**src/irq_agg_pkg.sv**
```systemverilog
// constants for the system interrupt aggregator: widths, register byte addresses, level codes
// assumes a 32-bit register port that presents full byte addresses
package irq_agg_pkg;

  localparam int NRM_W = 22;
  localparam int EXT_W = 4;
  localparam int ERR_W = 32;
  localparam int DATA_W = 32;
  localparam int ADDR_W = 32;
  localparam int LEVELS = 3;

  // summary bits of the normal status word
  localparam int SUM_EXT_BIT = 30;
  localparam int SUM_ERR_BIT = 31;

  // index of each level in the per-level arrays
  localparam int IDX_L2 = 0;
  localparam int IDX_L4 = 1;
  localparam int IDX_L6 = 2;

  // level request encoding on the two cpu lines
  localparam logic [1:0] LVL_NONE = 2'h0;
  localparam logic [1:0] LVL_2 = 2'h1;
  localparam logic [1:0] LVL_4 = 2'h2;
  localparam logic [1:0] LVL_6 = 2'h3;

  localparam logic [ADDR_W-1:0] OFS_NRM_STATUS = 32'h005F6900;
  localparam logic [ADDR_W-1:0] OFS_EXT_STATUS = 32'h005F6904;
  localparam logic [ADDR_W-1:0] OFS_ERR_STATUS = 32'h005F6908;
  localparam logic [ADDR_W-1:0] OFS_NRM_ENABLE [LEVELS] = '{32'h005F6910, 32'h005F6920,
                                                           32'h005F6930};
  localparam logic [ADDR_W-1:0] OFS_EXT_ENABLE [LEVELS] = '{32'h005F6914, 32'h005F6924,
                                                           32'h005F6934};
  localparam logic [ADDR_W-1:0] OFS_ERR_ENABLE [LEVELS] = '{32'h005F6918, 32'h005F6928,
                                                           32'h005F6938};
  localparam logic [ADDR_W-1:0] OFS_GFX_TRIG_NRM = 32'h005F6940;
  localparam logic [ADDR_W-1:0] OFS_GFX_TRIG_EXT = 32'h005F6944;
  localparam logic [ADDR_W-1:0] OFS_EXP_TRIG_NRM = 32'h005F6950;
  localparam logic [ADDR_W-1:0] OFS_EXP_TRIG_EXT = 32'h005F6954;

endpackage : irq_agg_pkg

```
**src/system_interrupt_aggregator.sv**
```systemverilog
// system interrupt aggregator: status latches, per-level enables, level encoder, dma triggers
// assumes internal event pulses on this clock, external lines asynchronous, and a one-cycle
// register port master
// Function
// - a normal event sets its status bit; writing one clears it
// - an error event sets its bit; write-one clears only written bits, events kept
// - normal status bits 30 and 31 show OR of external and error status
// - writes to the two summary bits are ignored
// - external status is read-only and follows the external request lines
// - normal enable per level forwards a pending source only when its bit is one
// - the highest enabled level wins: 6 over 4 over 2
// - gating acts on current status, so re-enabling a pending source reasserts
// - external enables per level gate external status like normal enables
// - error enables per level gate error status like normal enables
// - graphics dma start rises while any selected normal or external source is pending
// - expansion-bus dma start rises while any selected source is pending
// - the cpu request is two lines coding none, level 2, 4 or 6
//
// Strobed register access is this design's own decision.
`timescale 1ns/1ps
`default_nettype none
module system_interrupt_aggregator #(
  parameter int NRM_W = irq_agg_pkg::NRM_W,
  parameter int EXT_W = irq_agg_pkg::EXT_W,
  parameter int ERR_W = irq_agg_pkg::ERR_W
) (
  input wire logic clock,
  input wire logic rst,
  input wire logic [irq_agg_pkg::ADDR_W-1:0] address,
  input wire logic [irq_agg_pkg::DATA_W-1:0] wr_data,
  input wire logic wr_strobe,
  input wire logic rd_strobe,
  output logic [irq_agg_pkg::DATA_W-1:0] rd_data,
  input wire logic [NRM_W-1:0] normal_irq_event,
  input wire logic [ERR_W-1:0] error_irq_event,
  input wire logic [EXT_W-1:0] external_irq_line,
  output logic [1:0] cpu_level_request_lines,
  output logic gfx_dma_start,
  output logic expbus_dma_start
);

  localparam int LEVELS = irq_agg_pkg::LEVELS;

  // external line synchroniser; first stage feeds only the status register
  logic [EXT_W-1:0] ext_meta;
  logic [EXT_W-1:0] external_irq_status;

  // status registers
  logic [NRM_W-1:0] normal_irq_status;
  logic [ERR_W-1:0] error_irq_status;
  logic [NRM_W-1:0] next_normal_irq_status;
  logic [ERR_W-1:0] next_error_irq_status;

  // per-level enables and dma trigger selects
  logic [NRM_W-1:0] nrm_enable [LEVELS];
  logic [EXT_W-1:0] ext_enable [LEVELS];
  logic [ERR_W-1:0] err_enable [LEVELS];
  logic [NRM_W-1:0] next_nrm_enable [LEVELS];
  logic [EXT_W-1:0] next_ext_enable [LEVELS];
  logic [ERR_W-1:0] next_err_enable [LEVELS];
  logic [NRM_W-1:0] gfx_dma_trigger_normal;
  logic [EXT_W-1:0] gfx_dma_trigger_external;
  logic [NRM_W-1:0] expbus_dma_trigger_normal;
  logic [EXT_W-1:0] expbus_dma_trigger_external;
  logic [NRM_W-1:0] next_gfx_trig_nrm;
  logic [EXT_W-1:0] next_gfx_trig_ext;
  logic [NRM_W-1:0] next_exp_trig_nrm;
  logic [EXT_W-1:0] next_exp_trig_ext;

  // outputs
  logic [irq_agg_pkg::DATA_W-1:0] next_rd_data;
  logic [1:0] next_level;
  logic next_gfx_start;
  logic next_exp_start;

  logic [LEVELS-1:0] level_hit;
  logic gfx_hit;
  logic exp_hit;
  logic wr_nrm;
  logic wr_err;

  assign wr_nrm = wr_strobe && (address == irq_agg_pkg::OFS_NRM_STATUS);
  assign wr_err = wr_strobe && (address == irq_agg_pkg::OFS_ERR_STATUS);

  // external lines: two flops, then the read-only status view
  always_ff @(posedge clock)
  begin
    if (rst)
    begin
      ext_meta <= '0;
      external_irq_status <= '0;
    end
    else
    begin
      ext_meta <= external_irq_line;
      external_irq_status <= ext_meta;
    end
  end

  // status update; a set in the clearing cycle wins over the clear
  always_comb
  begin
    next_normal_irq_status = normal_irq_status;
    next_error_irq_status = error_irq_status;
    if (wr_nrm)
    begin
      // bits 30 and 31 are not stored, so writes there do nothing
      next_normal_irq_status = normal_irq_status & ~wr_data[NRM_W-1:0];
    end
    if (wr_err)
    begin
      next_error_irq_status = error_irq_status & ~wr_data[ERR_W-1:0];
    end
    next_normal_irq_status = next_normal_irq_status | normal_irq_event;
    next_error_irq_status = next_error_irq_status | error_irq_event;
  end

  always_ff @(posedge clock)
  begin
    if (rst)
    begin
      normal_irq_status <= '0;
      error_irq_status <= '0;
    end
    else
    begin
      normal_irq_status <= next_normal_irq_status;
      error_irq_status <= next_error_irq_status;
    end
  end

  // enable and trigger-select registers
  always_comb
  begin
    next_nrm_enable = nrm_enable;
    next_ext_enable = ext_enable;
    next_err_enable = err_enable;
    next_gfx_trig_nrm = gfx_dma_trigger_normal;
    next_gfx_trig_ext = gfx_dma_trigger_external;
    next_exp_trig_nrm = expbus_dma_trigger_normal;
    next_exp_trig_ext = expbus_dma_trigger_external;
    if (wr_strobe)
    begin
      for (int l = 0; l < LEVELS; l++)
      begin
        if (address == irq_agg_pkg::OFS_NRM_ENABLE[l])
        begin
          next_nrm_enable[l] = wr_data[NRM_W-1:0];
        end
        if (address == irq_agg_pkg::OFS_EXT_ENABLE[l])
        begin
          next_ext_enable[l] = wr_data[EXT_W-1:0];
        end
        if (address == irq_agg_pkg::OFS_ERR_ENABLE[l])
        begin
          next_err_enable[l] = wr_data[ERR_W-1:0];
        end
      end
      if (address == irq_agg_pkg::OFS_GFX_TRIG_NRM)
      begin
        next_gfx_trig_nrm = wr_data[NRM_W-1:0];
      end
      if (address == irq_agg_pkg::OFS_GFX_TRIG_EXT)
      begin
        next_gfx_trig_ext = wr_data[EXT_W-1:0];
      end
      if (address == irq_agg_pkg::OFS_EXP_TRIG_NRM)
      begin
        next_exp_trig_nrm = wr_data[NRM_W-1:0];
      end
      if (address == irq_agg_pkg::OFS_EXP_TRIG_EXT)
      begin
        next_exp_trig_ext = wr_data[EXT_W-1:0];
      end
    end
  end

  always_ff @(posedge clock)
  begin
    if (rst)
    begin
      for (int l = 0; l < LEVELS; l++)
      begin
        nrm_enable[l] <= '0;
        ext_enable[l] <= '0;
        err_enable[l] <= '0;
      end
      gfx_dma_trigger_normal <= '0;
      gfx_dma_trigger_external <= '0;
      expbus_dma_trigger_normal <= '0;
      expbus_dma_trigger_external <= '0;
    end
    else
    begin
      nrm_enable <= next_nrm_enable;
      ext_enable <= next_ext_enable;
      err_enable <= next_err_enable;
      gfx_dma_trigger_normal <= next_gfx_trig_nrm;
      gfx_dma_trigger_external <= next_gfx_trig_ext;
      expbus_dma_trigger_normal <= next_exp_trig_nrm;
      expbus_dma_trigger_external <= next_exp_trig_ext;
    end
  end

  // one gate per level
  generate
    for (genvar g = 0; g < LEVELS; g++)
    begin : gen_level
      level_gate #(
        .NRM_W(NRM_W),
        .EXT_W(EXT_W),
        .ERR_W(ERR_W)
      ) u_gate (
        .nrm_status(normal_irq_status),
        .nrm_enable(nrm_enable[g]),
        .ext_status(external_irq_status),
        .ext_enable(ext_enable[g]),
        .err_status(error_irq_status),
        .err_enable(err_enable[g]),
        .hit(level_hit[g])
      );
    end
  endgenerate

  // dma triggers have no error group
  level_gate #(
    .NRM_W(NRM_W),
    .EXT_W(EXT_W),
    .ERR_W(ERR_W)
  ) u_gfx_gate (
    .nrm_status(normal_irq_status),
    .nrm_enable(gfx_dma_trigger_normal),
    .ext_status(external_irq_status),
    .ext_enable(gfx_dma_trigger_external),
    .err_status(error_irq_status),
    .err_enable({ERR_W{1'b0}}),
    .hit(gfx_hit)
  );

  level_gate #(
    .NRM_W(NRM_W),
    .EXT_W(EXT_W),
    .ERR_W(ERR_W)
  ) u_exp_gate (
    .nrm_status(normal_irq_status),
    .nrm_enable(expbus_dma_trigger_normal),
    .ext_status(external_irq_status),
    .ext_enable(expbus_dma_trigger_external),
    .err_status(error_irq_status),
    .err_enable({ERR_W{1'b0}}),
    .hit(exp_hit)
  );

  // level encoder, dma starts and read data
  always_comb
  begin
    if (level_hit[irq_agg_pkg::IDX_L6])
    begin
      next_level = irq_agg_pkg::LVL_6;
    end
    else if (level_hit[irq_agg_pkg::IDX_L4])
    begin
      next_level = irq_agg_pkg::LVL_4;
    end
    else if (level_hit[irq_agg_pkg::IDX_L2])
    begin
      next_level = irq_agg_pkg::LVL_2;
    end
    else
    begin
      next_level = irq_agg_pkg::LVL_NONE;
    end
    next_gfx_start = gfx_hit;
    next_exp_start = exp_hit;
    next_rd_data = '0;
    // unmapped addresses read as zero; the read has no side effect
    if (rd_strobe)
    begin
      case (address)
        irq_agg_pkg::OFS_NRM_STATUS:
        begin
          next_rd_data[NRM_W-1:0] = normal_irq_status;
          next_rd_data[irq_agg_pkg::SUM_EXT_BIT] = |external_irq_status;
          next_rd_data[irq_agg_pkg::SUM_ERR_BIT] = |error_irq_status;
        end
        irq_agg_pkg::OFS_EXT_STATUS: next_rd_data[EXT_W-1:0] = external_irq_status;
        irq_agg_pkg::OFS_ERR_STATUS: next_rd_data[ERR_W-1:0] = error_irq_status;
        irq_agg_pkg::OFS_GFX_TRIG_NRM: next_rd_data[NRM_W-1:0] = gfx_dma_trigger_normal;
        irq_agg_pkg::OFS_GFX_TRIG_EXT: next_rd_data[EXT_W-1:0] = gfx_dma_trigger_external;
        irq_agg_pkg::OFS_EXP_TRIG_NRM: next_rd_data[NRM_W-1:0] = expbus_dma_trigger_normal;
        irq_agg_pkg::OFS_EXP_TRIG_EXT: next_rd_data[EXT_W-1:0] = expbus_dma_trigger_external;
        default:
        begin
          for (int l = 0; l < LEVELS; l++)
          begin
            if (address == irq_agg_pkg::OFS_NRM_ENABLE[l])
            begin
              next_rd_data[NRM_W-1:0] = nrm_enable[l];
            end
            if (address == irq_agg_pkg::OFS_EXT_ENABLE[l])
            begin
              next_rd_data[EXT_W-1:0] = ext_enable[l];
            end
            if (address == irq_agg_pkg::OFS_ERR_ENABLE[l])
            begin
              next_rd_data[ERR_W-1:0] = err_enable[l];
            end
          end
        end
      endcase
    end
  end

  // registered outputs cost one cycle of request latency but keep the cpu pins glitch free
  always_ff @(posedge clock)
  begin
    if (rst)
    begin
      cpu_level_request_lines <= irq_agg_pkg::LVL_NONE;
      gfx_dma_start <= 1'b0;
      expbus_dma_start <= 1'b0;
      rd_data <= '0;
    end
    else
    begin
      cpu_level_request_lines <= next_level;
      gfx_dma_start <= next_gfx_start;
      expbus_dma_start <= next_exp_start;
      rd_data <= next_rd_data;
    end
  end
endmodule : system_interrupt_aggregator
`default_nettype wire

```
**src/level_gate.sv**
```systemverilog
// one enable gate: status bits of the three source groups against one set of enables
// assumes status and enables come from registers on the same clock
`timescale 1ns/1ps
`default_nettype none
module level_gate #(
  parameter int NRM_W = irq_agg_pkg::NRM_W,
  parameter int EXT_W = irq_agg_pkg::EXT_W,
  parameter int ERR_W = irq_agg_pkg::ERR_W
) (
  input wire logic [NRM_W-1:0] nrm_status,
  input wire logic [NRM_W-1:0] nrm_enable,
  input wire logic [EXT_W-1:0] ext_status,
  input wire logic [EXT_W-1:0] ext_enable,
  input wire logic [ERR_W-1:0] err_status,
  input wire logic [ERR_W-1:0] err_enable,
  output logic hit
);

  // level sensitive on purpose: re-enabling a pending source raises the hit again
  always_comb
  begin
    hit = (|(nrm_status & nrm_enable)) | (|(ext_status & ext_enable)) |
          (|(err_status & err_enable));
  end

endmodule : level_gate
`default_nettype wire

```
**config.mk**
```make
export PLATFORM = sky130hd
export DESIGN_NAME = system_interrupt_aggregator
export DESIGN_NICKNAME = d
export VERILOG_FILES = /design/src/irq_agg_pkg.sv /design/src/system_interrupt_aggregator.sv /design/src/level_gate.sv
export SDC_FILE = /design/constraint.sdc
export NUM_CORES = 1
export LEC_CHECK = 0
export BUFFER_PORTS_ARGS = -buffer_cell sky130_fd_sc_hd__buf_2
export CORE_UTILIZATION = 43
export CTS_CLUSTER_DIAMETER = 200
export DETAILED_ROUTE_END_ITERATION = 12
export PLACE_DENSITY = 0.69
export SYNTH_ARGS = -nofsm -noshare
export SYNTH_HDL_FRONTEND = slang
export SYNTH_SLANG_ARGS = --single-unit
export TNS_END_PERCENT = 5
```
**constraint.sdc**
```tcl
create_clock -name clock -period 7.1 [get_ports clock]
set_clock_uncertainty 0.1 [all_clocks]
set_input_delay 1.065 -clock clock [delete_from_list [all_inputs] [get_ports clock]]
set_output_delay 1.065 -clock clock [all_outputs]
set_load 0.03 [all_outputs]
```
==> out/qor.csv, run 1 <==
stage,metric,value,unit
status,status,"finished, final reports clean",
yosys,syn_inst,1866,
worst_setup_path,r2r_cells,6,
sta,timing.fmax,0.2408,GHz
cts,clkTransAtPathRegs,0.06,ns
yosys,synth_edf_count,0,
cts,hold_buffers,0,
worst_setup_path,r2r_slack,4.22,ns
worst_setup_path,endpoint_kind,register,
detailed_routing,drt_pass1_iterations,9,
worst_setup_path,startpoint,address[15],
cts,htree_levels,2,
grt,grt_max_degree,134,
sta,finalCriticalPeriod,4.154,ns
grt,grt_remaining_overflow,0,
detailed_routing,routed_via_density,6.498,
yosys,ys_warn_count,0,
worst_setup_path,cp_max_fo,22,
cts,cts.sinks,324,
yosys,syn_area,14500,µm²
pwr,power_density,243.9,nW/µm²
die,row_count,66,
die,coreArea,32870,µm²
final_layout,nets,2070,
detailed_routing,postRouteWirelength,67530,µm
sta,hold_viol,0,
worst_setup_path,cp.required,7.45,ns
die,die_w,185.6,µm
yosys,yosys-top-cells-area,"dfxtp_1 45%, nand2_1 13%, a21oi_1 10%, a221oi_1 4.0%, nor2_1 3.6%",
die,io_pins,162,
final_layout,diodes,0,
min_path,min_from,ext_meta[2],
flow_run,cap_violations,0,
final_layout,syn_to_final_growth,15.36,%
worst_setup_path,crit_end,err_enable[6],
detailed_routing,vias,15690,
cts,numCtsBuffers,37,
detailed_routing,route.detailed.drc,0,
placement,place_inst,2347,
detailed_routing,wl_per_cell,27.97,µm
yosys,async_flop_share,0,%
cts,ctsResizeCount,0,
detailed_routing,drt_iter0_markers,2850,
sta,rsz0062_at_grt,no,
yosys,yosysUniqueCellTypes,61,
grt,grt_pass1_vias,14050,
die,die-area,34460,µm²
sta,fin_ws,2.946,ns
worst_setup_path,worst_r2r_startpoint,error_irq_status[1],
cts,cts_tree,built,
yosys,yosysTopAreaCellShare,44.73,%
final_layout,mostFrequentLayoutCells,"519 x nand2_1, 324 x dfxtp_1, 302 x a21oi_1",
sta,worst_pin_slew,1.245,ns
cts,clk_latency,0.54,ns
placement,pre_cts_slack,2.471,ns
yosys,synth-main-ff-cell,dfxtp_1,
sta,slew_headroom,16.75,%
placement,portBuffers,161,
yosys,ys_ff_latch,324,
yosys,yosysTopAreaCell,dfxtp_1,
worst_setup_path,r2r_end,cpu_level_request_lines[1],
worst_setup_path,start_kind,input pin,
grt,grt_usage,38.81,%
min_path,holdCritPathClass,register to register,
cts,post_cts_buffers,0,
placement,hpwl,46770,µm
die,die_height,185.6,µm
final_layout,nFillCells,3269,
final_layout,final_cells,2414,
sta,fin_setup_tns,0,ns
grt,grt_pass1_wl,96590,µm
pwr,vdd_drop_max,165.9,µV
cts,cts_root_buf,clkbuf_16,
grt,antenna_found_initial,2,
yosys,synth_nets,1992,
cts,cts.path.max_buffers,3,
sta,post-route-period-util,58.50,%
sta,maxSlewViolCount,0,
pwr,p_leak,5.922,nW
yosys,yosysSeqAreaShare,44.73,%
final_layout,utilization,50.90,%
final_layout,layout_commonest_cell,nand2_1,
yosys,syn-mean-instance-area,7.771,µm²
die,start_util,44.12,%
sta,setup_viol,0,
final_layout,drive_gt1_share,13.79,%
placement,gp_congestion,1.110,
worst_setup_path,arrival,4.50,ns
worst_setup_path,worstSetupPathType,input pin to register,
detailed_routing,ant_nets,0,
-- flip-flops by register name (all words and copies together), names as in the netlist --
name                         cells
err_enable                      96
nrm_enable                      66
cpu_level_request_lines          2
expbus_dma_trigger_external      4
gfx_dma_trigger_normal          22
rd_data                         32
expbus_dma_start                 1
ext_enable                      12
gfx_dma_trigger_external         4
external_irq_status              4
ext_meta                         4
normal_irq_status               22
gfx_dma_start                    1
error_irq_status                32
expbus_dma_trigger_normal       22
-- stage by stage --
stage | power (mW) | hold WS (ns) | instance area, µm²
finish | 4.079 | 0.3361 | 16730
global route | 4.171 | 0.3570 | 16730
CTS | 4.070 | 0.3361 | 16730
detailed placement | 2.142 | 0.3227 | 15470
global placement | 2.140 | 0.3231 | 15470
floorplan | 2.003 | 0.3138 | 14500
-- how the worst min path moves through the flow --
| stage | slack, ns | to | cells after the start |
|---|---|---|---|
| after floorplan | 0.31 | external_irq_status[0] | 1 |
| after global placement | 0.32 | external_irq_status[1] | 1 |
| after detailed placement | 0.32 | external_irq_status[2] | 1 |
| after CTS | 0.34 | external_irq_status[2] | 1 |
| after global routing | 0.36 | external_irq_status[2] | 1 |
| final | 0.34 | external_irq_status[2] | 1 |
-- metal layers --
metal | up-vias | GRT usage (%) | wire, µm
met5 | - | 0 | 0
met4 | 0 | 20.20 | 4248
met3 | 242 | 8.452 | 9587
met2 | 1294 | 55.36 | 27390
met1 | 7356 | 54.43 | 26300
li1 | 6795 | - | -
-- cells by family (layout without fill, tap and decap cells) --
logic type | count (synthesis) | after routing | share of synthesized area (%)
buffers and inverters | 146 | 252 | 4.323
and+or+nand+nor | 801 | 801 | 24.14
DFF | 324 | 324 | 44.73
AOI/OAI and AO/OA | 566 | 566 | 24.80
muxes | 29 | 29 | 2.010
-- area by class of cell --
type	count	area, µm²	share of cell area (%)
Timing Repair Buffer	182	973.4	5.819
Multi-Input combinational cell	1396	7450	44.53
Clock buffer	53	1119	6.687
Inverter	3	11.26	0.06732
Clock inverter	14	136.4	0.8153
Sequential cell	324	6486	38.77
Tap cell	442	553.0	3.306
-- cells in the mapped netlist (2+ instances only) --
cell type,instances
or4_1,8
inv_1,2
o32ai_1,2
buf_4,5
mux2i_1,28
or3_1,6
nor2b_1,13
a22o_1,46
o22ai_1,3
a221o_1,2
a41oi_1,4
o211ai_1,4
o21ai_0,46
and3_1,19
nor2_1,139
nor4_4,3
a221oi_1,66
buf_1,6
clkbuf_1,99
a222oi_1,20
a22oi_1,51
dfxtp_1,324
a31oi_1,5
nand4_1,23
buf_6,3
a21oi_1,302
nor4_2,3
nor3_1,12
nand3_1,21
buf_2,30
and2_1,2
nor4_1,15
nand2_1,519
a32oi_1,8
-- power breakdown --
group / internal (mW) / total, mW / switching, mW / leakage, nW
registers: 1.84 / 1.93 / 0.0893 / 2.63
logic: 0.0542 / 0.187 / 0.133 / 2.67
clock network: 1.17 / 1.96 / 0.788 / 0.620
-- critical path: stages --
cell and delay (ns):
buf_2 0.09, nand4bb_1 0.39, or4_1 0.69, nor3_4 0.44, nand2_1 0.57, nor2_2 0.61, buf_4 0.38, nand2_1 0.10
a21oi_1 0.15
(Power assumes the default switching activity.)
==> run 2: changes to the inputs <==
==> constraint.sdc (replaced) <==
create_clock -name clock -period 4.3 [get_ports clock]
set_clock_uncertainty 0.1 [all_clocks]
set_input_delay 0.645 -clock clock [delete_from_list [all_inputs] [get_ports clock]]
set_output_delay 0.645 -clock clock [all_outputs]
set_load 0.03 [all_outputs]
==> run 2 against run 1 <==
Non-clock buffer count rose by 16. Clock-buffer cell count stayed put. Critical path depth unchanged. Flip-flop and latch count stayed put. Critical path type unchanged. Global-route usage decreased by 0.36 points. Register-to-register slack got worse by 2.7 ns. Sequential share of layout area fell by 0.13 points. Clock power is 60% higher. Cell count grew 0.50%.
==> out/qor.csv, run 2 (same netlist as run 1, synthesis figures left out) <==
stage,metric,value,unit,change
die,die_height,185.6,µm,unchanged
die,start_util,44.12,%,unchanged
pwr,p_leak,5.960,nW,+0.65%
worst_setup_path,max_stage_delay,0.80,ns,+0.11 ns
worst_setup_path,worstSetupPathType,input pin to register,,
min_path,holdCritPathClass,input pin to register,,
detailed_routing,routed_via_density,6.472,,-0.41%
placement,place_inst,2363,,+0.68%
sta,maxSlewViolCount,0,,unchanged
placement,gp_congestion,1.032,,-7.1%
worst_setup_path,cp_max_fo,16,,-27%
sta,fin_ws,1.160,ns,-1.786 ns
grt,grt_remaining_overflow,0,,unchanged
final_layout,mostFrequentLayoutCells,"519 x nand2_1, 324 x dfxtp_1, 302 x a21oi_1",,
placement,portBuffers,161,,unchanged
pwr,power,6.631,mW,+63%
final_layout,largest_reg_flops,96,,unchanged
final_layout,syn_to_final_growth,15.75,%,
final_layout,utilization,51.07,%,+0.18 points
detailed_routing,route.detailed.drc,0,,unchanged
detailed_routing,vias,15700,,+0.083%
sta,slew_headroom,23.62,%,+6.9 points
worst_setup_path,cp.required,4.69,ns,-2.76 ns
final_layout,layout_commonest_cell,nand2_1,,
die,io_pins,162,,unchanged
worst_setup_path,arrival,3.53,ns,-0.97 ns
worst_setup_path,cp.buffers_inverters,3,,+1
cts,numCtsBuffers,37,,unchanged
grt,grt_pass1_wl,95870,µm,-0.75%
final_layout,register_area,6486,µm²,unchanged
final_layout,final_cells,2426,,+0.50%
grt,antenna_found_initial,2,,unchanged
cts,cts_root_buf,clkbuf_16,,
placement,pre_cts_slack,0.7148,ns,-1.756 ns
final_layout,nets,2086,,+0.77%
cts,post_cts_buffers,0,,unchanged
placement,hpwl,47120,µm,+0.74%
sta,post-route-period-util,73.02,%,
cts,cts.sinks,324,,unchanged
grt,grt_pass1_vias,13990,,-0.41%
status,status,"finished, final reports clean",,
sta,fin_setup_tns,0,ns,unchanged
sta,setup_viol,0,,unchanged
worst_setup_path,crit_slowest_cell,nor4_4,,
detailed_routing,drt_pass1_iterations,11,,+2
cts,clk_latency,0.54,ns,about the same
detailed_routing,wl_per_cell,27.76,µm,-0.78%
cts,cts_tree,built,,
sta,hold_viol,0,,unchanged
flow_run,cap_violations,0,,unchanged
cts,hold_buffers,0,,unchanged
final_layout,largest_registers,"err_enable x96, nrm_enable x66",,
worst_setup_path,endpoint_kind,register,,
cts,htree_levels,2,,unchanged
die,row_count,66,,unchanged
worst_setup_path,crit_top_cell,buf_4,,
detailed_routing,postRouteWirelength,67340,µm,-0.28%
die,coreArea,32870,µm²,unchanged
sta,timing.fmax,0.3185,GHz,
worst_setup_path,crit_family,simple AND/OR/NAND/NOR gates,,
grt,grt_usage,38.46,%,-0.36 points
sta,rsz0062_at_grt,no,,
worst_setup_path,start_kind,input pin,,
die,die_w,185.6,µm,unchanged
final_layout,largest_register,err_enable,,
detailed_routing,drt_iter0_markers,2740,,-3.9%
cts,ctsResizeCount,0,,unchanged
worst_setup_path,path_cells,buf_2 -> nor4b_4 -> or3b_1 -> buf_4 -> nor4_4 -> buf_4 -> a221oi_1 -> nand2_1 -> and3_1,,
pwr,power_density,395.0,nW/µm²,+62%
detailed_routing,ant_nets,0,,unchanged
sta,finalCriticalPeriod,3.140,ns,
grt,grt_max_degree,192,,+43%
final_layout,nFillCells,3202,,-2.0%
cts,clkTransAtPathRegs,0.06,ns,about the same
sta,worst_pin_slew,1.146,ns,-0.09945 ns
final_layout,multiInputGateArea,7447,µm²,about the same
cts,cts.path.max_buffers,3,,unchanged
final_layout,drive_gt1_share,13.97,%,+0.18 points
pwr,vdd_drop_max,281.5,µV,+70%
die,die-area,34460,µm²,unchanged
run 2: per-layer routing:
| layer | vias to the layer above | global-route usage, % | part of all wire (%) |
|---|---|---|---|
| li1 | 6841 | - | - |
| met1 | 7360 | 51.86 | 39 |
| met2 | 1237 | 56.40 | 42 |
| met3 | 260 | 9.333 | 14 |
| met4 | 2 | 20.52 | 5.7 |
| met5 | - | 0 | 0.019 |
run 2: stage by stage:
step	area (µm²)	hold slack, ns
floorplan	14500	0.3138
global placement	15600	0.3258
detailed placement	15600	0.3267
CTS	16780	0.1991
global route	16780	0.2137
finish	16790	0.2090
run 2: layout make-up:
type / instances / share of cell area (%)
multi-input combinational: 1396 / 44.36
sequential: 324 / 38.64
timing repair buffer: 198 / 6.589
clock buffer: 53 / 6.231
tap: 442 / 3.295
clock inverter: 9 / 0.7976
inverter: 3 / 0.06708
antenna: 1 / 0.01491
run 2: path summary, 6_finish.rpt:
check                       startpoint                          to  slack [ns]  cells after the start
setup / recovery            address[1]                  rd_data[5]        1.16                      9
hold reg to reg            ext_meta[3]      external_irq_status[3]        0.34                      1
setup reg to reg   error_irq_status[1]  cpu_level_request_lines[1]        1.56                      7
hold / removal    normal_irq_event[13]       normal_irq_status[13]        0.21                      3
run 2: report_power, final:
part / switching [mW] / leakage, nW / internal (mW)
Sequential: 0.136 / 2.63 / 3.04
Combinational: 0.220 / 2.76 / 0.0933
Clock: 1.27 / 0.574 / 1.87
Total: 1.63 / 5.96 / 5.00
run 2: worst min-delay path, stage by stage:
cell,delay (ns)
buf_2,0.07
a21oi_1,0.03
nor2_1,0.07
